<file path="config.mk">
export PLATFORM = sky130hd
export DESIGN_NAME = pjb_dev_end_flat
export DESIGN_NICKNAME = d
export VERILOG_FILES = /design/src/hw/pjb_pkg.sv /design/src/hw/pjb_link_if.sv /design/src/hw/pjb_dev_end.sv /design/src/hw/pjb_pll_cfg.sv /design/src/flat_wrapper.sv
export SDC_FILE = /design/constraint.sdc
export NUM_CORES = 1
export LEC_CHECK = 0
export BUFFER_PORTS_ARGS = -buffer_cell sky130_fd_sc_hd__buf_4
export CORE_ASPECT_RATIO = 2
export CORE_MARGIN = 1.5
export CORE_UTILIZATION = 55
export CTS_CLUSTER_SIZE = 8
export DETAILED_ROUTE_END_ITERATION = 6
export PLACE_DENSITY = 0.76
export SYNTH_ARGS = -nofsm -noshare
export SYNTH_HDL_FRONTEND = slang
export SYNTH_SLANG_ARGS = --single-unit
</file>
<file path="constraint.sdc">
create_clock -name clk -period 4 [get_ports clk]
set_input_delay 0 -clock clk [delete_from_list [all_inputs] [get_ports clk]]
set_output_delay 0 -clock clk [all_outputs]
set_load 0.02 [all_outputs]
</file>
<file path="src/hw/pjb_pkg.sv">
// Purpose: Shared constants and types for the TAP to PLL config bridge
// Assumes: One system clock; test clock is sampled, not used as a clock
// Notes: Opcodes are the reference pair; other user codes reach only the one-bit stage
package pjb_pkg;
   // Instruction register geometry and user code range
   localparam int IR_W = 8;
   localparam logic [7:0] IR_USER_LO = 8'h10;
   localparam logic [7:0] IR_USER_HI = 8'h7F;
   // Reference opcodes of the bridge
   localparam logic [7:0] OPC_LOAD_CFG = 8'h20;
   localparam logic [7:0] OPC_DYNAMIC = 8'h21;
   // Values loaded into the instruction path
   localparam logic [7:0] IR_RESET_VAL = 8'hFF;
   localparam logic [7:0] IR_CAPTURE_VAL = 8'h01;
   // PLL configuration register
   localparam int CFG_W = 27;
   localparam logic [26:0] PLL_STATIC_CFG = 27'h0000000;
   // Reset values of single-bit state
   localparam logic MODE_RESET = 1'b0;
   localparam logic STAGE_RESET = 1'b0;

   typedef enum logic [3:0] {
      TAP_RESET, TAP_IDLE, TAP_SEL_DR, TAP_CAP_DR, TAP_SHIFT_DR,
      TAP_EXIT1_DR, TAP_PAUSE_DR, TAP_EXIT2_DR, TAP_UPD_DR,
      TAP_SEL_IR, TAP_CAP_IR, TAP_SHIFT_IR, TAP_EXIT1_IR,
      TAP_PAUSE_IR, TAP_EXIT2_IR, TAP_UPD_IR
   } pjb_tap_e;

   // True when an instruction lies in the user range
   function automatic logic pjb_user_range(input logic [7:0] ir);
      pjb_user_range = (ir >= IR_USER_LO) && (ir <= IR_USER_HI);
   endfunction
endpackage

</file>
<file path="src/hw/pjb_link_if.sv">
// Purpose: Signals between the TAP user port and the bridge logic
// Assumes: Both ends run on the same system clock
// Notes: The test clock travels as a plain level sampled by both ends
`timescale 1ns/1ns
interface pjb_link_if;
   logic [7:0] instr_reg_bus;
   logic user_serial_in;
   logic user_serial_out;
   logic dr_shift_strobe;
   logic dr_update_strobe;
   logic dr_capture_strobe;
   logic tap_reset_n;
   logic test_clock_out;
   logic pll_cfg_serial_in;
   logic pll_cfg_serial_out;
   logic pll_cfg_shift_en;
   logic pll_cfg_update;
   logic pll_cfg_clk;
   logic pll_mode;

   modport dev (
      output instr_reg_bus, user_serial_in, dr_shift_strobe,
      output dr_update_strobe, dr_capture_strobe, tap_reset_n,
      output test_clock_out, pll_cfg_serial_out,
      input user_serial_out, pll_cfg_serial_in, pll_cfg_shift_en,
      input pll_cfg_update, pll_cfg_clk, pll_mode
   );
   modport brg (
      input instr_reg_bus, user_serial_in, dr_shift_strobe,
      input dr_update_strobe, dr_capture_strobe, tap_reset_n,
      input test_clock_out, pll_cfg_serial_out,
      output user_serial_out, pll_cfg_serial_in, pll_cfg_shift_en,
      output pll_cfg_update, pll_cfg_clk, pll_mode
   );
endinterface

</file>
<file path="src/hw/pjb_dev_end.sv">
// Purpose: Device end: TAP controller, user port and PLL config register
// Assumes: tck, tms, tdi arrive from pins and are synchronised to clk
// Notes: Test clock must stay well below a quarter of the clk rate
`timescale 1ns/1ns
module pjb_dev_end (
   input wire logic clk,
   input wire logic rst,
   input wire logic tck,
   input wire logic tms,
   input wire logic tdi,
   output logic tdo,
   output logic tdo_oe,
   output logic [pjb_pkg::CFG_W-1:0] pll_ctrl_bits,
   pjb_link_if.dev lnk
);
   import pjb_pkg::*;

   // Pin synchronisers, first stage read only by the second
   logic tck_s1_ff;
   logic tck_s2_ff;
   logic tck_d_ff;
   logic tms_s1_ff;
   logic tms_s2_ff;
   logic tdi_s1_ff;
   logic tdi_s2_ff;
   logic nxt_tck_s1;
   logic nxt_tck_s2;
   logic nxt_tck_d;
   logic nxt_tms_s1;
   logic nxt_tms_s2;
   logic nxt_tdi_s1;
   logic nxt_tdi_s2;
   logic tck_rise;
   logic tck_fall;

   // TAP state and data paths
   pjb_tap_e state_ff;
   pjb_tap_e nxt_state;
   logic [IR_W-1:0] ir_sr_ff;
   logic [IR_W-1:0] ir_ff;
   logic byp_ff;
   logic tdo_ff;
   logic tdo_oe_ff;
   logic [IR_W-1:0] nxt_ir_sr;
   logic [IR_W-1:0] nxt_ir;
   logic nxt_byp;
   logic nxt_tdo;
   logic nxt_tdo_oe;

   // Standard TAP transitions on one test clock rise
   function automatic pjb_tap_e tap_next(input pjb_tap_e s,
                                         input logic m);
      begin
         case (s)
            TAP_RESET: tap_next = m ? TAP_RESET : TAP_IDLE;
            TAP_IDLE: tap_next = m ? TAP_SEL_DR : TAP_IDLE;
            TAP_SEL_DR: tap_next = m ? TAP_SEL_IR : TAP_CAP_DR;
            TAP_CAP_DR: tap_next = m ? TAP_EXIT1_DR : TAP_SHIFT_DR;
            TAP_SHIFT_DR: tap_next = m ? TAP_EXIT1_DR : TAP_SHIFT_DR;
            TAP_EXIT1_DR: tap_next = m ? TAP_UPD_DR : TAP_PAUSE_DR;
            TAP_PAUSE_DR: tap_next = m ? TAP_EXIT2_DR : TAP_PAUSE_DR;
            TAP_EXIT2_DR: tap_next = m ? TAP_UPD_DR : TAP_SHIFT_DR;
            TAP_UPD_DR: tap_next = m ? TAP_SEL_DR : TAP_IDLE;
            TAP_SEL_IR: tap_next = m ? TAP_RESET : TAP_CAP_IR;
            TAP_CAP_IR: tap_next = m ? TAP_EXIT1_IR : TAP_SHIFT_IR;
            TAP_SHIFT_IR: tap_next = m ? TAP_EXIT1_IR : TAP_SHIFT_IR;
            TAP_EXIT1_IR: tap_next = m ? TAP_UPD_IR : TAP_PAUSE_IR;
            TAP_PAUSE_IR: tap_next = m ? TAP_EXIT2_IR : TAP_PAUSE_IR;
            TAP_EXIT2_IR: tap_next = m ? TAP_UPD_IR : TAP_SHIFT_IR;
            TAP_UPD_IR: tap_next = m ? TAP_SEL_DR : TAP_IDLE;
            default: tap_next = TAP_RESET;
         endcase
      end
   endfunction

   // Two flops on every pin, then one more on tck for edge finding
   always_comb begin
      nxt_tck_s1 = tck;
      nxt_tck_s2 = tck_s1_ff;
      nxt_tck_d = tck_s2_ff;
      nxt_tms_s1 = tms;
      nxt_tms_s2 = tms_s1_ff;
      nxt_tdi_s1 = tdi;
      nxt_tdi_s2 = tdi_s1_ff;
   end

   always_ff @(posedge clk or posedge rst) begin
      if (rst) begin
         tck_s1_ff <= 1'b0;
         tck_s2_ff <= 1'b0;
         tck_d_ff <= 1'b0;
         tms_s1_ff <= 1'b1;
         tms_s2_ff <= 1'b1;
         tdi_s1_ff <= 1'b0;
         tdi_s2_ff <= 1'b0;
      end else begin
         tck_s1_ff <= nxt_tck_s1;
         tck_s2_ff <= nxt_tck_s2;
         tck_d_ff <= nxt_tck_d;
         tms_s1_ff <= nxt_tms_s1;
         tms_s2_ff <= nxt_tms_s2;
         tdi_s1_ff <= nxt_tdi_s1;
         tdi_s2_ff <= nxt_tdi_s2;
      end
   end

   // tms and tdi share the tck latency, so they line up with the edge
   assign tck_rise = tck_s2_ff & ~tck_d_ff;
   assign tck_fall = ~tck_s2_ff & tck_d_ff;

   // State walk, instruction path and bypass bit
   always_comb begin
      nxt_state = state_ff;
      nxt_ir_sr = ir_sr_ff;
      nxt_ir = ir_ff;
      nxt_byp = byp_ff;
      if (tck_rise) begin
         nxt_state = tap_next(state_ff, tms_s2_ff);
         case (state_ff)
            TAP_RESET: begin
               nxt_ir = IR_RESET_VAL;
            end
            TAP_CAP_IR: begin
               nxt_ir_sr = IR_CAPTURE_VAL;
            end
            TAP_SHIFT_IR: begin
               nxt_ir_sr = {tdi_s2_ff, ir_sr_ff[IR_W-1:1]};
            end
            TAP_UPD_IR: begin
               nxt_ir = ir_sr_ff;
            end
            TAP_CAP_DR: begin
               nxt_byp = 1'b0;
            end
            TAP_SHIFT_DR: begin
               nxt_byp = tdi_s2_ff;
            end
            default: begin
               nxt_byp = byp_ff;
            end
         endcase
      end
   end

   // Power-up lands in Test-Logic-Reset and waits for pin activity
   always_ff @(posedge clk or posedge rst) begin
      if (rst) begin
         state_ff <= TAP_RESET;
         ir_sr_ff <= IR_RESET_VAL;
         ir_ff <= IR_RESET_VAL;
         byp_ff <= 1'b0;
      end else begin
         state_ff <= nxt_state;
         ir_sr_ff <= nxt_ir_sr;
         ir_ff <= nxt_ir;
         byp_ff <= nxt_byp;
      end
   end

   // TDO changes on the falling test clock, as the TAP expects
   always_comb begin
      nxt_tdo = tdo_ff;
      nxt_tdo_oe = tdo_oe_ff;
      if (tck_fall) begin
         nxt_tdo_oe = 1'b0;
         nxt_tdo = 1'b0;
         if (state_ff == TAP_SHIFT_DR) begin
            nxt_tdo_oe = 1'b1;
            // Outside the user range the bypass bit answers instead
            nxt_tdo = pjb_user_range(ir_ff) ? lnk.user_serial_out
                                            : byp_ff;
         end else if (state_ff == TAP_SHIFT_IR) begin
            nxt_tdo_oe = 1'b1;
            nxt_tdo = ir_sr_ff[0];
         end
      end
   end

   always_ff @(posedge clk or posedge rst) begin
      if (rst) begin
         tdo_ff <= 1'b0;
         tdo_oe_ff <= 1'b0;
      end else begin
         tdo_ff <= nxt_tdo;
         tdo_oe_ff <= nxt_tdo_oe;
      end
   end

   assign tdo = tdo_ff;
   assign tdo_oe = tdo_oe_ff;

   // User port, strobes decoded straight from the state register
   assign lnk.instr_reg_bus = ir_ff;
   assign lnk.user_serial_in = tdi_s2_ff;
   assign lnk.test_clock_out = tck_s2_ff;
   assign lnk.dr_shift_strobe = (state_ff == TAP_SHIFT_DR);
   assign lnk.dr_update_strobe = (state_ff == TAP_UPD_DR);
   assign lnk.dr_capture_strobe = (state_ff == TAP_CAP_DR);
   assign lnk.tap_reset_n = (state_ff != TAP_RESET);

   // PLL configuration register, fed only through the bridge
   pjb_pll_cfg pjb_pll_cfg_i (
      .clk(clk),
      .rst(rst),
      .cfg_clk(lnk.pll_cfg_clk),
      .cfg_serial_in(lnk.pll_cfg_serial_in),
      .cfg_shift_en(lnk.pll_cfg_shift_en),
      .cfg_update(lnk.pll_cfg_update),
      .mode(lnk.pll_mode),
      .cfg_serial_out(lnk.pll_cfg_serial_out),
      .ctrl_bits(pll_ctrl_bits)
   );
endmodule

</file>
<file path="src/hw/pjb_pll_cfg.sv">
// Purpose: PLL configuration shift register, update latch and mode mux
// Assumes: cfg_clk is a level from logic on clk, edges found here
// Notes: Shift happens on the cycle that sees a cfg_clk rising edge
`timescale 1ns/1ns
module pjb_pll_cfg (
   input wire logic clk,
   input wire logic rst,
   input wire logic cfg_clk,
   input wire logic cfg_serial_in,
   input wire logic cfg_shift_en,
   input wire logic cfg_update,
   input wire logic mode,
   output logic cfg_serial_out,
   output logic [pjb_pkg::CFG_W-1:0] ctrl_bits
);
   import pjb_pkg::*;

   logic cfg_clk_d_ff;
   logic [CFG_W-1:0] sreg_ff;
   logic [CFG_W-1:0] latch_ff;
   logic [CFG_W-1:0] ctrl_ff;
   logic nxt_cfg_clk_d;
   logic [CFG_W-1:0] nxt_sreg;
   logic [CFG_W-1:0] nxt_latch;
   logic [CFG_W-1:0] nxt_ctrl;
   logic cfg_rise;

   assign cfg_rise = cfg_clk & ~cfg_clk_d_ff;

   // Shift LSB first, latch on update, select source by mode
   always_comb begin
      nxt_cfg_clk_d = cfg_clk;
      nxt_sreg = sreg_ff;
      nxt_latch = latch_ff;
      if (cfg_rise && cfg_shift_en) begin
         nxt_sreg = {cfg_serial_in, sreg_ff[CFG_W-1:1]};
      end
      // Latch holds while shifting, so the PLL never sees partial words
      if (cfg_update) begin
         nxt_latch = sreg_ff;
      end
      nxt_ctrl = mode ? latch_ff : PLL_STATIC_CFG;
   end

   always_ff @(posedge clk or posedge rst) begin
      if (rst) begin
         cfg_clk_d_ff <= 1'b0;
         sreg_ff <= '0;
         latch_ff <= '0;
         ctrl_ff <= PLL_STATIC_CFG;
      end else begin
         cfg_clk_d_ff <= nxt_cfg_clk_d;
         sreg_ff <= nxt_sreg;
         latch_ff <= nxt_latch;
         ctrl_ff <= nxt_ctrl;
      end
   end

   assign cfg_serial_out = sreg_ff[0];
   assign ctrl_bits = ctrl_ff;
endmodule

</file>
<file path="src/flat_wrapper.sv">
// flat-port wrapper written by rule: the top's interface ports become plain ports
module pjb_dev_end_flat import pjb_pkg::*;
  (clk, rst, tck, tms, tdi, tdo, tdo_oe, pll_ctrl_bits, lnk_instr_reg_bus, lnk_user_serial_in, lnk_dr_shift_strobe, lnk_dr_update_strobe, lnk_dr_capture_strobe, lnk_tap_reset_n, lnk_test_clock_out, lnk_pll_cfg_serial_out, lnk_user_serial_out, lnk_pll_cfg_serial_in, lnk_pll_cfg_shift_en, lnk_pll_cfg_update, lnk_pll_cfg_clk, lnk_pll_mode);
  pjb_link_if lnk_i ();
  input wire logic clk;
  input wire logic rst;
  input wire logic tck;
  input wire logic tms;
  input wire logic tdi;
  output logic tdo;
  output logic tdo_oe;
  output logic [pjb_pkg::CFG_W-1:0] pll_ctrl_bits;
  output wire logic [$bits(lnk_i.instr_reg_bus)-1:0] lnk_instr_reg_bus;
  output wire logic [$bits(lnk_i.user_serial_in)-1:0] lnk_user_serial_in;
  output wire logic [$bits(lnk_i.dr_shift_strobe)-1:0] lnk_dr_shift_strobe;
  output wire logic [$bits(lnk_i.dr_update_strobe)-1:0] lnk_dr_update_strobe;
  output wire logic [$bits(lnk_i.dr_capture_strobe)-1:0] lnk_dr_capture_strobe;
  output wire logic [$bits(lnk_i.tap_reset_n)-1:0] lnk_tap_reset_n;
  output wire logic [$bits(lnk_i.test_clock_out)-1:0] lnk_test_clock_out;
  output wire logic [$bits(lnk_i.pll_cfg_serial_out)-1:0] lnk_pll_cfg_serial_out;
  input wire logic [$bits(lnk_i.user_serial_out)-1:0] lnk_user_serial_out;
  input wire logic [$bits(lnk_i.pll_cfg_serial_in)-1:0] lnk_pll_cfg_serial_in;
  input wire logic [$bits(lnk_i.pll_cfg_shift_en)-1:0] lnk_pll_cfg_shift_en;
  input wire logic [$bits(lnk_i.pll_cfg_update)-1:0] lnk_pll_cfg_update;
  input wire logic [$bits(lnk_i.pll_cfg_clk)-1:0] lnk_pll_cfg_clk;
  input wire logic [$bits(lnk_i.pll_mode)-1:0] lnk_pll_mode;
  assign lnk_instr_reg_bus = lnk_i.instr_reg_bus;
  assign lnk_user_serial_in = lnk_i.user_serial_in;
  assign lnk_dr_shift_strobe = lnk_i.dr_shift_strobe;
  assign lnk_dr_update_strobe = lnk_i.dr_update_strobe;
  assign lnk_dr_capture_strobe = lnk_i.dr_capture_strobe;
  assign lnk_tap_reset_n = lnk_i.tap_reset_n;
  assign lnk_test_clock_out = lnk_i.test_clock_out;
  assign lnk_pll_cfg_serial_out = lnk_i.pll_cfg_serial_out;
  assign lnk_i.user_serial_out = lnk_user_serial_out;
  assign lnk_i.pll_cfg_serial_in = lnk_pll_cfg_serial_in;
  assign lnk_i.pll_cfg_shift_en = lnk_pll_cfg_shift_en;
  assign lnk_i.pll_cfg_update = lnk_pll_cfg_update;
  assign lnk_i.pll_cfg_clk = lnk_pll_cfg_clk;
  assign lnk_i.pll_mode = lnk_pll_mode;
  pjb_dev_end u_core (.clk(clk), .rst(rst), .tck(tck), .tms(tms), .tdi(tdi), .tdo(tdo), .tdo_oe(tdo_oe), .pll_ctrl_bits(pll_ctrl_bits), .lnk(lnk_i));
endmodule
</file>
* Word-level counts from Yosys, hierarchy flattened
Cells that the tools add are included.
** Word-level totals
- Bits in registers :: 112
- Bits of input ports :: 11
- Output and inout port bits :: 44
- Word-level logic and storage cells :: 75
** Operators by class
- $lt $le $gt $ge :: 2
- Equal/unequal tests :: 15
- Multiplexer cells :: 22
- Bitwise logic cells :: 6
- Reduce and logical (&&, ||, !) cells :: 13
** Operators by type and width (number)
- case mux 4 bit (12 select lines) :: 1
- equality test 4 bit (second input constant) :: 8
- case mux 8 bit (2 select lines) :: 2
- 2-to-1 mux 27 bit :: 1
- equality test 4 x 3 -> 1 bit (second input constant) :: 4
- 2-to-1 mux 4 bit :: 4
- equality test 4 x 2 -> 1 bit (second input constant) :: 2
- >= comparator 8 x 5 -> 1 bit (second input constant) :: 1
- less-or-equal comparator 8 x 7 -> 1 bit (second input constant) :: 1
- 2-to-1 mux 1 bit :: 8
- 2-to-1 mux 2 bit :: 3
- 2-to-1 mux 3 bit :: 2
- AND reduction 2 bit :: 3
- nonzero test 2 bit :: 3
- equality test 4 x 1 -> 1 bit (second input constant) :: 1
- zero test 4 bit :: 1
- nonzero test 4 bit :: 1
- OR reduction 2 bit :: 2
- AND 1 bit :: 3
- NOT 1 bit :: 3
- OR reduction 3 bit :: 1
- logical AND 1 bit :: 2
- case mux 1 bit (2 select lines) :: 1

* Depth between registers and ports, before layout
- Word-level depth :: 4
- Mapped depth :: 5
- Depth with buffers taken out :: 4

* Hierarchy
A second synthesis with hierarchy kept.
** Second synthesis, totals
- Cells, all modules :: 312
- Area, all modules :: 4376.7 µm²
** By module, submodules not included
- pjb_pll_cfg :: times used 1, cells each 173, area an instance 3004.1 µm², seq. area each 2052.0 µm²
- pjb_dev_end :: times used 1, cells each 139, area an instance 1372.6 µm², seq. area each 773.2 µm²

* Least setup slack after synthesis
No wires, ideal clock.
- Kind :: register -> output
- Start point :: reg u_core.state_ff[0]
- End point :: out lnk_dr_update_strobe
- Arrival :: 1.516 ns
- Required time :: 4.000 ns
- Setup slack :: 2.484 ns
- Cell stages (with the launch flop) :: 4
- Path buffers :: 2
- Path through :: dfrtp_1 buf_2 buf_2 nor4b_1
** Between the ends
- Word-level cells in the longest chain between the ends :: 1
** RTL lines
- start, declared :: line pjb_dev_end.sv:37 : pjb_tap_e state_ff;
- start signal, assigned :: line pjb_dev_end.sv:153 : state_ff <= nxt_state;
- equality test 4 bit :: line pjb_dev_end.sv:197 : assign lnk.dr_update_strobe = (state_ff == TAP_UPD_DR);
- end, declared :: line flat_wrapper.sv:16 : output wire logic [$bits(lnk_i.dr_update_strobe)-1:0] lnk_dr_update_strobe;
Every way passes these cells.

* Worst setup path after layout
- Start point :: reg u_core.state_ff[0]
- End point :: reg u_core.ir_ff[2] (netlist: u_core.lnk.instr_reg_bus[2])
** Between the ends
- Word-level cells in the longest chain between the ends :: 3
- Elaborated cells between the ends (all ways) :: 5
** RTL lines
- equality test 4 bit / zero test 4 bit (equally long branches) :: line pjb_dev_end.sv:119 : case (state_ff)
- nonzero test 2 bit (no source line)
- AND reduction 2 bit (no source line)
- end signal, assigned :: line pjb_dev_end.sv:155 : ir_ff <= nxt_ir;
- end, declared :: line pjb_dev_end.sv:40 : logic [IR_W-1:0] ir_ff;
Parallel ways exist; a longest one is shown, timed or not.
A chain may end at the register's enable or synchronous reset.

==> metrics <==
Critical Path Source Type register; status completed; Finish-stage setup viols 0; antenna violations before repair 0; routed len/inst between 15 and 20 um; Max FO, Critical Path 24; EDFF count, synth 0; max incr delay on CP 0.77 ns; setup slack, reg-to-reg between 2 and 2.5 ns; critical path type register to register; pre-CTS setup slack approximately 2.3 ns; Synth Area in Compound Gates 0.06583; Final #Nets 371; CP arrival roughly 2 ns; Yosys top cell area share 0.5476; mux contribution to synthesized area 0.1439; FF+latch count, synth approximately 110; Setup crit end kind register; Post-Synthesis Cells slightly above 300; Seq/Total Area, Yosys 0.6577; r2r endpoint u_core.lnk.instr_reg_bus[2]; Initial Util 0.5651; ranking of synthesized cells by area dfrtp_1 (55%), dfstp_2 (11%), mux2_1 (7.1%); FF-to-FF Start u_core.state_ff[0]; die area about 8400 um^2; fin crit period roughly 1.7 ns; Cell Area, Synth 4295 um^2; pin count of the biggest net entering global routing 76; Max Clock Freq between 0.5 and 0.6 GHz; DRC 0; library cells used by synthesis 44; setup TNS 0 ns; Worst-path clk slew roughly 0.070 ns; vias in the first global route ~2600; H-tree depth 3; Post-synth ARST share 1.000; Logic pwr share 0.183; Period Utilization, post-route 0.4289; final hold viol count 0; # Post-CTS Setup Buffers 0; worst-margin pin slew a little under 0.9 ns; CP required roughly 4.3 ns; row cnt 45; gr usage total 0.1898; CTS Buf Count 9; gr ovfl total 0; Slew Viols, Final 0; final WL 7.025 mm; clock latency at the later pin of the worst-skew pair 0.34 ns; Die W 65.49 um; synth cell count leaders dfrtp_1 (94), and2_1 (28), mux2_1 (27), mux2_2 (27); Sink Count ~110; Crit-path slowest cell dfrtp_1; drt via density 5.368; DR vias ~2500; final worst setup slack around 2.3 ns; most common cell in the netlist dfrtp_1; Routability Congestion between 0.7 and 0.8; clk root buf clkbuf_16; total core area between 7000 and 8000 um^2; register area around 2800 um^2; Pleak ~2.5 nW; slew margin rel. 0.4194; first drt pass iteration count 4; fill count approximately 580; Vert. Die Dim around 130 um; TritonCTS clock tree done; fin util 0.6713; half-perimeter wire length after placement 4.662 mm; XOR/XNOR Fraction of Synth Area 0.002039; Yosys warnings 0; Max Root-Sink Buffers 2; NetSw 794.6 uW; post_cts resized 0; clk_skew between 0.006 and 0.007 ns; RSZ-0062 raised after global routing false; Synth area leader dfrtp_1; worst setup path end u_core.lnk.instr_reg_bus[2]; footprint of the multi-input gates 1369 um^2; clock network power share 0.302; antenna diode count 0; syn nets 314; Synth Area in Simple Gates 0.1069; DR iter-0 viols 154; Max IR drop VDD about 0.43 mV; # IOs 55; crit path launch u_core.state_ff[0]; Avg Inst Size Synth 14.18 um^2; Pint between 2 and 2.5 mW; PortBufs 54; largest family of logic cells by synthesized area multiplexers; max-cap viol count 0; HP Class input port to register; sw frac 0.2764; pwr dens around 560 nW/um^2; Post-CTS Hold Buffers 6; synth-to-layout area growth 18.79%; ys flop type dfrtp_1; first-pass GRT wire length approximately 12 mm; Worst Hold Depth 2; crit-path cells and2_2 -> nand3_2 -> a21oi_4 -> o22a_1; sequential power share 0.515; Worst Hold Slack roughly 0.048 ns; r2r worst-path depth 4; share of layout cells above drive strength 1 0.3452; Synth Area in Adders 0; ANT nets after route 0; total power between 2 and 3 mW
==> flip-flops by register name (all words and copies together), names as in the netlist, 4 cells and up <==
register                        count
u_core.pjb_pll_cfg_i.ctrl_bits     27
u_core.pjb_pll_cfg_i.sreg_ff       27
u_core.pjb_pll_cfg_i.latch_ff      27
u_core.lnk.instr_reg_bus            8
u_core.state_ff                     4
u_core.ir_sr_ff                     8
==> power groups by stage <==
stage               logic (mW)  registers, mW  clock network, mW
global route             0.570           1.52              0.939
floorplan                0.369           1.47                  0
CTS                      0.532           1.48              0.898
finish                   0.525           1.48              0.869
detailed placement       0.522           1.50                  0
global placement         0.506           1.49                  0
==> per-layer routing <==
metal	GRT usage	vias to the layer above	wire length (um)
li1	-	1168	-
met2	0.3223	48	3899
met3	0.04829	9	228
met4	0.09314	0	128
met5	0	-	0
met1	0.2194	1239	2768
==> cell families (layout without fill, tap and decap cells) <==
| kind of cell | Yosys count | count (layout) |
|---|---|---|
| AND/OR/NAND/NOR | 78 | 78 |
| flip-flops | 112 | 112 |
| buffers and inverters | 17 | 79 |
| XOR/XNOR | 1 | 1 |
| multiplexers | 55 | 55 |
| AO/OA/AOI/OAI | 40 | 40 |
==> worst min-delay path by stage <==
stage	from	endpoint	slack [ns]
2_1_floorplan	tms	u_core.nxt_tms_s2	0.004
4_1_cts	lnk_pll_mode	u_core.pjb_pll_cfg_i.ctrl_bits[0]	0.04
6_report	lnk_pll_mode	u_core.pjb_pll_cfg_i.ctrl_bits[0]	0.05
3_3_place_gp	tms	u_core.nxt_tms_s2	0.11
3_5_place_dp	tdi	u_core.nxt_tdi_s2	0.11
5_1_grt	lnk_pll_mode	u_core.pjb_pll_cfg_i.ctrl_bits[3]	0.06
==> metrics by stage <==
| step | cell area (um^2) | std cells |
|---|---|---|
| finish | 5102 | 459 |
| global route | 5102 | 459 |
| CTS | 5102 | 459 |
| detailed placement | 4738 | 437 |
| global placement | 4738 | 437 |
| floorplan | 4295 | 303 |
==> worst max-delay path: cells and delay by family, from the launching register on <==
family	cells	cell delay [ns]
DFF	1	0.77
and+or+nand+nor	2	0.42
AOI/OAI and AO/OA	2	0.47
==> cells in the final DEF, fill, tap and decap left out, types with 3 or more instances in the layout <==
cell / n
nor2_1: 6
mux2_1: 27
dfstp_2: 18
buf_4: 56
clkbuf_8: 5
dlygate4sd3_1: 6
o22a_1: 8
o21ai_1: 11
mux2_2: 27
dfrtp_1: 94
nor2b_1: 4
o211ai_1: 3
clkbuf_16: 9
nand2_1: 18
and2_1: 28
nor3b_1: 3
a21oi_1: 6
==> area by class of cell <==
cell class              count  share of cell area
flip-flops and latches    112              0.5537
multi-input cells         174              0.2683
repair buffers             62             0.09416
clock buffers              14             0.05763
well taps                  94             0.02305
clock inverters             2            0.001962
inverters                   1            0.001226
Note: power is estimated with default switching activity, not from simulation.
